===== config.mk =====
export PLATFORM = sky130hd
export DESIGN_NAME = change_compare_and_config
export DESIGN_NICKNAME = d
export VERILOG_FILES = /design/src/design/change_compare_pkg.sv /design/src/design/change_compare_and_config.sv
export VERILOG_INCLUDE_DIRS = /design/src /design/src/design
export SDC_FILE = /design/constraint.sdc
export NUM_CORES = 1
export LEC_CHECK = 0
export ABC_AREA = 1
export BUFFER_PORTS_ARGS = -buffer_cell sky130_fd_sc_hd__buf_2
export CAP_MARGIN = 30
export CORE_MARGIN = 2
export CORE_UTILIZATION = 35
export DETAILED_ROUTE_END_ITERATION = 8
export GPL_TIMING_DRIVEN = 0
export PLACE_DENSITY = 0.54
export SLEW_MARGIN = 5
export SYNTH_ARGS = -nofsm -noshare
export SYNTH_HDL_FRONTEND = slang
export SYNTH_SLANG_ARGS = --single-unit

===== constraint.sdc =====
create_clock -name hclk -period 1.9 [get_ports hclk]
set_clock_uncertainty 0.2 [all_clocks]
set_input_delay 0.19 -clock hclk [delete_from_list [all_inputs] [get_ports hclk]]
set_output_delay 0.19 -clock hclk [all_outputs]
set_load 0.005 [all_outputs]

===== src/design/change_compare_defs.svh =====
// Purpose: Constants for the change-compare and configuration block
// Assumes: Included by the design module only
// Notes:   Register byte addresses are word index times four
`ifndef CHANGE_COMPARE_DEFS_SVH
`define CHANGE_COMPARE_DEFS_SVH

// ----------------------------------------------------------------
// Register indices and byte addresses
// ----------------------------------------------------------------
`define IDX_CHANGE_IRQ_ENABLE   8'h02
`define IDX_DEFAULT_COMPARE     8'h03
`define IDX_COMPARE_MODE        8'h04
`define IDX_DEVICE_CONFIG       8'h05
`define IDX_PIN_DIRECTION       8'h00
`define IDX_INT_FLAGS           8'h07
`define IDX_CAPTURED_PORT       8'h08
`define IDX_PORT_VALUE          8'h09
`define IDX_EVENT_STATUS        8'h10
`define IDX_EVENT_MASK          8'h11
`define IDX_ADDR_POINTER        8'h12
`define ADDR_LSB                2

// ----------------------------------------------------------------
// Configuration field positions and reset values
// ----------------------------------------------------------------
`define CFG_POINTER_HOLD        5
`define CFG_SDA_LIMIT_OFF       4
`define CFG_ADDR_PIN_EN         3
`define CFG_IRQ_OPEN_DRAIN      2
`define CFG_IRQ_ACTIVE_LEVEL    1
`define CFG_WRITE_MASK          8'h3e
`define RST_BYTE                8'h00
`define RST_DIRECTION           8'hff
`define POINTER_LAST            8'h0a
`define EVT_CHANGE              0
`define EVT_LINK_BYTE           1

`endif


===== src/design/change_compare_pkg.sv =====
// Purpose: Types for the change-compare and configuration block
// Assumes: Constants come from the defs header
// Notes:   Nothing here is imported; users write the scoped name
package change_compare_pkg;

  // ----------------------------------------------------------------
  // Configuration register layout
  // ----------------------------------------------------------------
  typedef struct packed {
    logic [1:0] unused_hi;
    logic       pointer_hold;
    logic       sda_edge_limit_off;
    logic       addr_pin_enable;
    logic       irq_open_drain;
    logic       irq_active_level;
    logic       unused_lo;
  } device_configuration_t;

  // Interrupt pin drive, two signals of an open-drain capable pin
  typedef struct packed {
    logic out;
    logic oe_n;
  } irq_pin_t;

  typedef enum logic [1:0] {
    AHB_IDLE  = 2'b00,
    AHB_WRITE = 2'b01,
    AHB_READ  = 2'b10
  } ahb_phase_t;

endpackage


===== src/design/change_compare_and_config.sv =====
// Purpose: Per-pin change compare, device configuration and interrupt pin
// Assumes: Pins and link clock are asynchronous; registers over AHB-Lite
// Notes:   Link clock is sampled; its rising edge at each byte end steps the address pointer
`timescale 1ns/100ps
`include "change_compare_defs.svh"

module change_compare_and_config #(
  parameter int  PIN_COUNT   = 8,
  parameter bit  SPI_VARIANT = 1'b1
) (
  input  wire logic                 hclk,
  input  wire logic                 hresetn,
  input  wire logic                 hsel,
  input  wire logic [31:0]          haddr,
  input  wire logic [1:0]           htrans,
  input  wire logic                 hwrite,
  input  wire logic [2:0]           hsize,
  input  wire logic [31:0]          hwdata,
  input  wire logic                 hready,
  output logic      [31:0]          hrdata,
  output logic                      hreadyout,
  output logic                      hresp,
  input  wire logic [PIN_COUNT-1:0] port_pins,
  input  wire logic                 link_clk,
  input  wire logic                 link_byte_done,
  output logic      [7:0]           addr_pointer,
  output logic                      sda_slew_limit,
  output logic                      addr_pins_used,
  output change_compare_pkg::irq_pin_t irq_pin,
  output logic                      irq
);

  // ----------------------------------------------------------------
  // Registers
  // ----------------------------------------------------------------
  logic [PIN_COUNT-1:0] change_irq_enable_q;
  logic [PIN_COUNT-1:0] default_compare_value_q;
  logic [PIN_COUNT-1:0] compare_mode_select_q;
  logic [PIN_COUNT-1:0] pin_direction_q;
  logic [PIN_COUNT-1:0] prev_value_q;
  logic [PIN_COUNT-1:0] int_flags_q;
  logic [PIN_COUNT-1:0] captured_port_value_q;
  logic [1:0]           event_status_q;
  logic [1:0]           event_mask_q;
  change_compare_pkg::device_configuration_t device_configuration_q;
  logic [PIN_COUNT-1:0] pin_meta_q;
  logic [PIN_COUNT-1:0] pin_sync_q;
  logic [2:0]           lclk_q;
  logic [1:0]           lbyte_q;
  logic                 irq_active_q;
  change_compare_pkg::ahb_phase_t phase_q;
  logic [7:0]           idx_q;

  // ----------------------------------------------------------------
  // Input synchronisers
  // ----------------------------------------------------------------
  always_ff @(posedge hclk or negedge hresetn) begin
    if (!hresetn) begin
      pin_meta_q <= '0;
      pin_sync_q <= '0;
      lclk_q     <= 3'h0;
      lbyte_q    <= 2'h0;
    end else begin
      pin_meta_q <= port_pins;
      pin_sync_q <= pin_meta_q;
      lclk_q     <= {lclk_q[1:0], link_clk};
      lbyte_q    <= {lbyte_q[0], link_byte_done};
    end
  end

  // Byte boundary: link clock rising edge while byte-done is high
  logic byte_edge;
  assign byte_edge = lclk_q[1] & ~lclk_q[2] & lbyte_q[1];

  // ----------------------------------------------------------------
  // AHB-Lite slave, zero wait states
  // ----------------------------------------------------------------
  logic       take;
  logic [7:0] a_idx;
  assign take  = hsel & htrans[1] & hready;
  assign a_idx = haddr[`ADDR_LSB +: 8];
  assign hreadyout = 1'b1;
  assign hresp     = 1'b0;

  always_ff @(posedge hclk or negedge hresetn) begin
    if (!hresetn) begin
      phase_q <= change_compare_pkg::AHB_IDLE;
      idx_q   <= `RST_BYTE;
    end else if (hready) begin
      phase_q <= !take ? change_compare_pkg::AHB_IDLE :
                 hwrite ? change_compare_pkg::AHB_WRITE : change_compare_pkg::AHB_READ;
      idx_q   <= a_idx;
    end
  end

  logic wr;
  logic rd_cap;
  logic [7:0] wdat;
  assign wr     = phase_q == change_compare_pkg::AHB_WRITE;
  assign wdat   = hwdata[7:0];
  // Reads of capture or port clear the pending interrupt
  assign rd_cap = take & ~hwrite & (a_idx == `IDX_CAPTURED_PORT || a_idx == `IDX_PORT_VALUE);

  always_ff @(posedge hclk or negedge hresetn) begin
    if (!hresetn) begin
      change_irq_enable_q     <= '0;
      default_compare_value_q <= '0;
      compare_mode_select_q   <= '0;
      pin_direction_q         <= {PIN_COUNT{1'b1}};
      device_configuration_q  <= `RST_BYTE;
      event_mask_q            <= 2'h0;
    end else if (wr) begin
      case (idx_q)
        `IDX_CHANGE_IRQ_ENABLE: change_irq_enable_q <= wdat[PIN_COUNT-1:0];
        `IDX_DEFAULT_COMPARE:   default_compare_value_q <= wdat[PIN_COUNT-1:0];
        `IDX_COMPARE_MODE:      compare_mode_select_q <= wdat[PIN_COUNT-1:0];
        `IDX_PIN_DIRECTION:     pin_direction_q <= wdat[PIN_COUNT-1:0];
        `IDX_DEVICE_CONFIG:     device_configuration_q <= wdat & `CFG_WRITE_MASK;
        `IDX_EVENT_MASK:        event_mask_q <= wdat[1:0];
        default: ;
      endcase
    end
  end

  always_comb begin
    hrdata = 32'h0;
    if (phase_q == change_compare_pkg::AHB_READ) begin
      case (idx_q)
        `IDX_CHANGE_IRQ_ENABLE: hrdata[PIN_COUNT-1:0] = change_irq_enable_q;
        `IDX_DEFAULT_COMPARE:   hrdata[PIN_COUNT-1:0] = default_compare_value_q;
        `IDX_COMPARE_MODE:      hrdata[PIN_COUNT-1:0] = compare_mode_select_q;
        `IDX_PIN_DIRECTION:     hrdata[PIN_COUNT-1:0] = pin_direction_q;
        // zeros in bits 7, 6, 0
        `IDX_DEVICE_CONFIG:     hrdata[7:0] = device_configuration_q & `CFG_WRITE_MASK;
        `IDX_INT_FLAGS:         hrdata[PIN_COUNT-1:0] = int_flags_q;
        `IDX_CAPTURED_PORT:     hrdata[PIN_COUNT-1:0] = captured_port_value_q;
        `IDX_PORT_VALUE:        hrdata[PIN_COUNT-1:0] = pin_sync_q;
        `IDX_EVENT_STATUS:      hrdata[1:0] = event_status_q;
        `IDX_EVENT_MASK:        hrdata[1:0] = event_mask_q;
        `IDX_ADDR_POINTER:      hrdata[7:0] = addr_pointer;
        default:                hrdata = 32'h0;
      endcase
    end
  end

  // ----------------------------------------------------------------
  // Per-pin change detection
  // ----------------------------------------------------------------
  logic [PIN_COUNT-1:0] cond;
  genvar g;
  generate
    for (g = 0; g < PIN_COUNT; g++) begin : g_pin
      logic ref_bit;
      assign ref_bit = compare_mode_select_q[g] ? default_compare_value_q[g] : prev_value_q[g];
      assign cond[g] = change_irq_enable_q[g] & pin_direction_q[g] &
                       (pin_sync_q[g] ^ ref_bit);
    end
  endgenerate

  always_ff @(posedge hclk or negedge hresetn) begin
    if (!hresetn) begin
      prev_value_q <= '0;
    end else begin
      prev_value_q <= pin_sync_q;
    end
  end

  always_ff @(posedge hclk or negedge hresetn) begin
    if (!hresetn) begin
      int_flags_q           <= '0;
      captured_port_value_q <= '0;
      irq_active_q          <= 1'b0;
    end else begin
      int_flags_q <= int_flags_q | cond;
      if (cond != '0 && !irq_active_q) begin
        captured_port_value_q <= pin_sync_q;
        irq_active_q          <= 1'b1;
      end else if (rd_cap) begin
        // Set wins: a condition in the read cycle stays pending
        irq_active_q <= |cond;
        int_flags_q  <= cond;
      end
    end
  end

  // ----------------------------------------------------------------
  // Event status, mask, interrupt line
  // ----------------------------------------------------------------
  logic [1:0] evt;
  assign evt = {byte_edge, cond != '0 && !irq_active_q};

  always_ff @(posedge hclk or negedge hresetn) begin
    if (!hresetn) begin
      event_status_q <= 2'h0;
    end else begin
      // Set wins over write-one clear
      event_status_q <= (event_status_q & ~((wr && idx_q == `IDX_EVENT_STATUS) ?
                        wdat[1:0] : 2'h0)) | evt;
    end
  end
  assign irq = |(event_status_q & event_mask_q);

  always_comb begin
    if (device_configuration_q.irq_open_drain) begin
      irq_pin.out  = 1'b0;
      irq_pin.oe_n = ~irq_active_q;
    end else begin
      irq_pin.out  = device_configuration_q.irq_active_level ? irq_active_q : ~irq_active_q;
      irq_pin.oe_n = 1'b0;
    end
  end

  assign sda_slew_limit = ~device_configuration_q.sda_edge_limit_off;
  assign addr_pins_used = SPI_VARIANT ? device_configuration_q.addr_pin_enable : 1'b1;

  // ----------------------------------------------------------------
  // Address pointer on link byte boundaries
  // ----------------------------------------------------------------
  always_ff @(posedge hclk or negedge hresetn) begin
    if (!hresetn) begin
      addr_pointer <= `RST_BYTE;
    end else if (wr && idx_q == `IDX_ADDR_POINTER) begin
      addr_pointer <= wdat;
    end else if (byte_edge && !device_configuration_q.pointer_hold) begin
      addr_pointer <= (addr_pointer == `POINTER_LAST) ? `RST_BYTE : addr_pointer + 8'h01;
    end
  end
endmodule // change_compare_and_config


==> flow_summary.json <==
{
  "run_status": "complete, but fails checks",
  "failing_checks": "setup timing",
  "drt_first_iter_violations": 265,
  "synthCells": 688,
  "setup_viol": 16,
  "grtUsageMet1_pct": 26.1,
  "synth-seq-area-share_pct": 47.4,
  "synthToLayoutAreaGrowth_pct": 32.8,
  "via_cell_ratio": 4.83,
  "syn_area_per_cell_um2": 8.08,
  "crit_required_ns": 1.51,
  "wire_per_inst_um": 15.1,
  "post_synth_num_cell_types": 38,
  "area_of_the_core_region_um2": 15700,
  "post-synth-top-area-fraction_pct": 43.6,
  "top_usage_layer": "met2",
  "synthSimpleGateAreaFrac_pct": 32.3,
  "n_antenna_cell": 0,
  "commonest_cells_in_the_netlist": "sky130_fd_sc_hd__nand2_1 (186), sky130_fd_sc_hd__dfrtp_1 (97), sky130_fd_sc_hd__nand3_1 (95)",
  "clk_path_buf_depth": 2,
  "synth_top_flop_cell": "sky130_fd_sc_hd__dfrtp_1",
  "slew_violations": 0,
  "finalPower_uw": 5710,
  "cts_htree_levels": 3,
  "rsz0062_at_grt": "yes",
  "place_congestion": 0.930,
  "synth.largest_area_cell": "sky130_fd_sc_hd__dfrtp_1",
  "achievable-frequency_mhz": 422,
  "global_route_wire_length_before_repair_mm": 25.5,
  "core.rowCount": 46,
  "synth_xor_area_share_pct": 0.472,
  "final_antenna_net_count": 0,
  "cts_num_sinks": 105,
  "port_buffers": 51,
  "timing.critical_path.from_type": "register",
  "synth.cell_area_um2": 5560,
  "top_level_ports": 131,
  "maximum_number_of_pins_on_one_net_before_global_route_repair": 57,
  "timing.hold.ws_ns": 0.0248,
  "initial_utilization_pct": 35.4,
  "yosys.cell_count.top_type": "sky130_fd_sc_hd__nand2_1",
  "grt.met3_usage_pct": 3.20,
  "post-route-period-util_pct": 125,
  "fin_nets": 926,
  "fp.dieH_um": 130,
  "synth.top_cells.by_area": "sky130_fd_sc_hd__dfrtp_1 (44%), sky130_fd_sc_hd__nand2_1 (13%), sky130_fd_sc_hd__nand3_1 (8.5%), sky130_fd_sc_hd__inv_1 (4.5%), sky130_fd_sc_hd__buf_4 (4.2%)",
  "clk_root_buffer_cell": "sky130_fd_sc_hd__clkbuf_16",
  "layout-drive-gt1-share_pct": 27.1,
  "path_class": "reg2out",
  "synth-adder-area-share_pct": 0.450,
  "hp_class": "in2reg",
  "tritoncts.num_buffers": 9,
  "total_overflow_reported_by_the_global_router": 0,
  "num_vias": 5129,
  "number_of_antenna_violations_at_the_first_check_in_global_routing": 0,
  "final_hold_viol_count": 0,
  "clk_pin_slew_ns": 0.07,
  "synth.area.mux_share_pct": 0.405,
  "global_route.usage.met2_pct": 32.3,
  "max-vdd-ir-drop_uv": 424,
  "placedInstanceArea_um2": 6210,
  "synth_warnings": 0,
  "first_pass_iters": 5,
  "synth.ff_latch_count": 105,
  "crit_fanout": 7,
  "synth_compound_area_share_pct": 7.47,
  "pwr_density_cell_nw_per_um2": 773,
  "tritoncts": "done",
  "synth_async_sr_flop_share_pct": 100,
  "final.setup.worst_slack_ns": -0.471,
  "worstPathArrival_ns": 1.98,
  "fp.dieW_um": 130,
  "maxCapViolations": 0,
  "grt_total_usage_pct": 19.8,
  "number_of_synthesized_flops_with_an_enable_pin": 0,
  "first_global_vias": 4922,
  "worst_skew_pair.late_latency_ns": 0.36,
  "place.detailed.hpwl_mm": 11.7,
  "utilization_pct": 47.0,
  "drcViolationCount": 0,
  "stdcell_area_um2": 7390,
  "dieArea_um2": 16900,
  "drt_wl_total_mm": 16.1,
  "power_leakage_uw": 0.00393,
  "critPathCaptureType": "output port",
  "period_minus_slack_ns": 2.37,
  "worst-r2r-setup-slack_ns": -0.09,
  "dominant_combinational_cell_family_by_area_after_synthesis": "simple AND/OR/NAND/NOR gates"
}
-- metrics by stage --
step / setup slack [ns] / TNS (ns) / instances
2_1_floorplan: 0.192 / 0 / 712
4_1_cts: -0.548 / -4.87 / 1034
3_3_place_gp: -0.808 / -82.14 / 979
6_report: -0.471 / -4.04 / 1061
3_5_place_dp: -0.351 / -2.65 / 980
5_1_grt: -0.579 / -5.47 / 1061
-- logic make-up (layout without fill, tap and decap cells) --
logic type	Yosys count	count (layout)
buf+inv	121	254
xor+xnor	3	3
other cells	2	26
compound gates	71	71
simple gates	382	382
fa+ha+maj	2	2
mux	2	2
flops	105	105
-- critical path: stages, from the launching register on --
cell and delay, ns:
sky130_fd_sc_hd__dfrtp_1 0.42, sky130_fd_sc_hd__buf_4 0.17, sky130_fd_sc_hd__nor2_4 0.10, sky130_fd_sc_hd__nand3_2 0.12, sky130_fd_sc_hd__nor2_4 0.26, sky130_fd_sc_hd__inv_2 0.06, sky130_fd_sc_hd__nor2_1 0.11, sky130_fd_sc_hd__nor2_1 0.06
sky130_fd_sc_hd__nand3b_1 0.11, sky130_fd_sc_hd__nand2_1 0.07, sky130_fd_sc_hd__inv_1 0.06, sky130_fd_sc_hd__buf_2 0.10
-- where the power goes --
part           switching (µW)  internal [µW]
sequential                150           2400
combinational             627            458
clock                     903           1180
total                    1680           4030
-- worst paths after layout --
kind / startpoint / to / cells past startpoint
max in group asynchronous: hresetn / compare_mode_select_q[4]$_DFFE_PN0P_ / 3
min in group asynchronous: hresetn / event_mask_q[0]$_DFFE_PN0P_ / 2
hold / removal: hready / idx_q[6]$_DFFE_PN0P_ / 2
setup reg to reg: idx_q[2]$_DFFE_PN0P_ / pin_direction_q[3]$_DFFE_PN1P_ / 9
hold reg to reg: pin_meta_q[6]$_DFF_PN0_ / pin_sync_q[6]$_DFF_PN0_ / 0
setup / recovery: idx_q[2]$_DFFE_PN0P_ / hrdata[5] / 11
-- flip-flops by register name, summed over array words and instances (netlist names) --
name                     cells
int_flags_q                  8
device_configuration_q       4
pin_meta_q                   8
pin_direction_q              8
compare_mode_select_q        8
phase_q                      2
idx_q                        8
captured_port_value_q        8
default_compare_value_q      8
addr_pins_used               1
addr_pointer                 8
lclk_q                       3
change_irq_enable_q          8
pin_sync_q                   8
event_mask_q                 2
irq_active_q                 1
prev_value_q                 8
event_status_q               2
lbyte_q                      2
-- cell type report --
type / instances / area, µm²
inverters: 76 / 289
clock inverters: 6 / 96.3
well taps: 216 / 270
flip-flops and latches: 105 / 2640
fillers: 1577 / 8320
repair buffers: 118 / 920
multi-input cells: 486 / 2550
clock buffers: 10 / 229
plain buffers: 44 / 392
-- metal layers --
metal	part of all wire, %	wire length, µm	vias up
met5	0	0	-
met4	2.8	451	0
met3	3.9	624	27
met2	47	7470	125
met1	47	7510	2496
li1	-	-	2481
-- cells in the final DEF, fill, tap and decap left out, types with 3 or more instances in the layout --
master and instances:
sky130_fd_sc_hd__dfstp_2 8, sky130_fd_sc_hd__dfrtp_1 96, sky130_fd_sc_hd__nand4_1 14, sky130_fd_sc_hd__inv_2 10, sky130_fd_sc_hd__nand3_1 92, sky130_fd_sc_hd__o21ai_2 11
sky130_fd_sc_hd__conb_1 26, sky130_fd_sc_hd__nor2_4 15, sky130_fd_sc_hd__inv_1 64, sky130_fd_sc_hd__clkbuf_1 3, sky130_fd_sc_hd__nand3_2 9, sky130_fd_sc_hd__buf_2 50
sky130_fd_sc_hd__dlygate4sd3_1 35, sky130_fd_sc_hd__o21ai_0 37, sky130_fd_sc_hd__buf_4 53, sky130_fd_sc_hd__nand2_1 175, sky130_fd_sc_hd__nand2_2 12, sky130_fd_sc_hd__buf_6 13
sky130_fd_sc_hd__nand2_4 9, sky130_fd_sc_hd__nand3b_1 4, sky130_fd_sc_hd__nor3_1 4, sky130_fd_sc_hd__buf_8 3, sky130_fd_sc_hd__o211ai_1 6, sky130_fd_sc_hd__xor2_1 3
sky130_fd_sc_hd__o21ai_1 12, sky130_fd_sc_hd__nor2_1 39, sky130_fd_sc_hd__clkbuf_16 10
-- what timing repair did --
item	in CTS	in global routing
setup endpoints to repair	17	52
endpoints found under the hold margin	87	0
pin swaps	7	14
hold buffers	35	0
buffers inserted	3	26
gates resized for setup	16	62
gates cloned	0	2
Note: power is estimated with default switching activity, not from simulation.
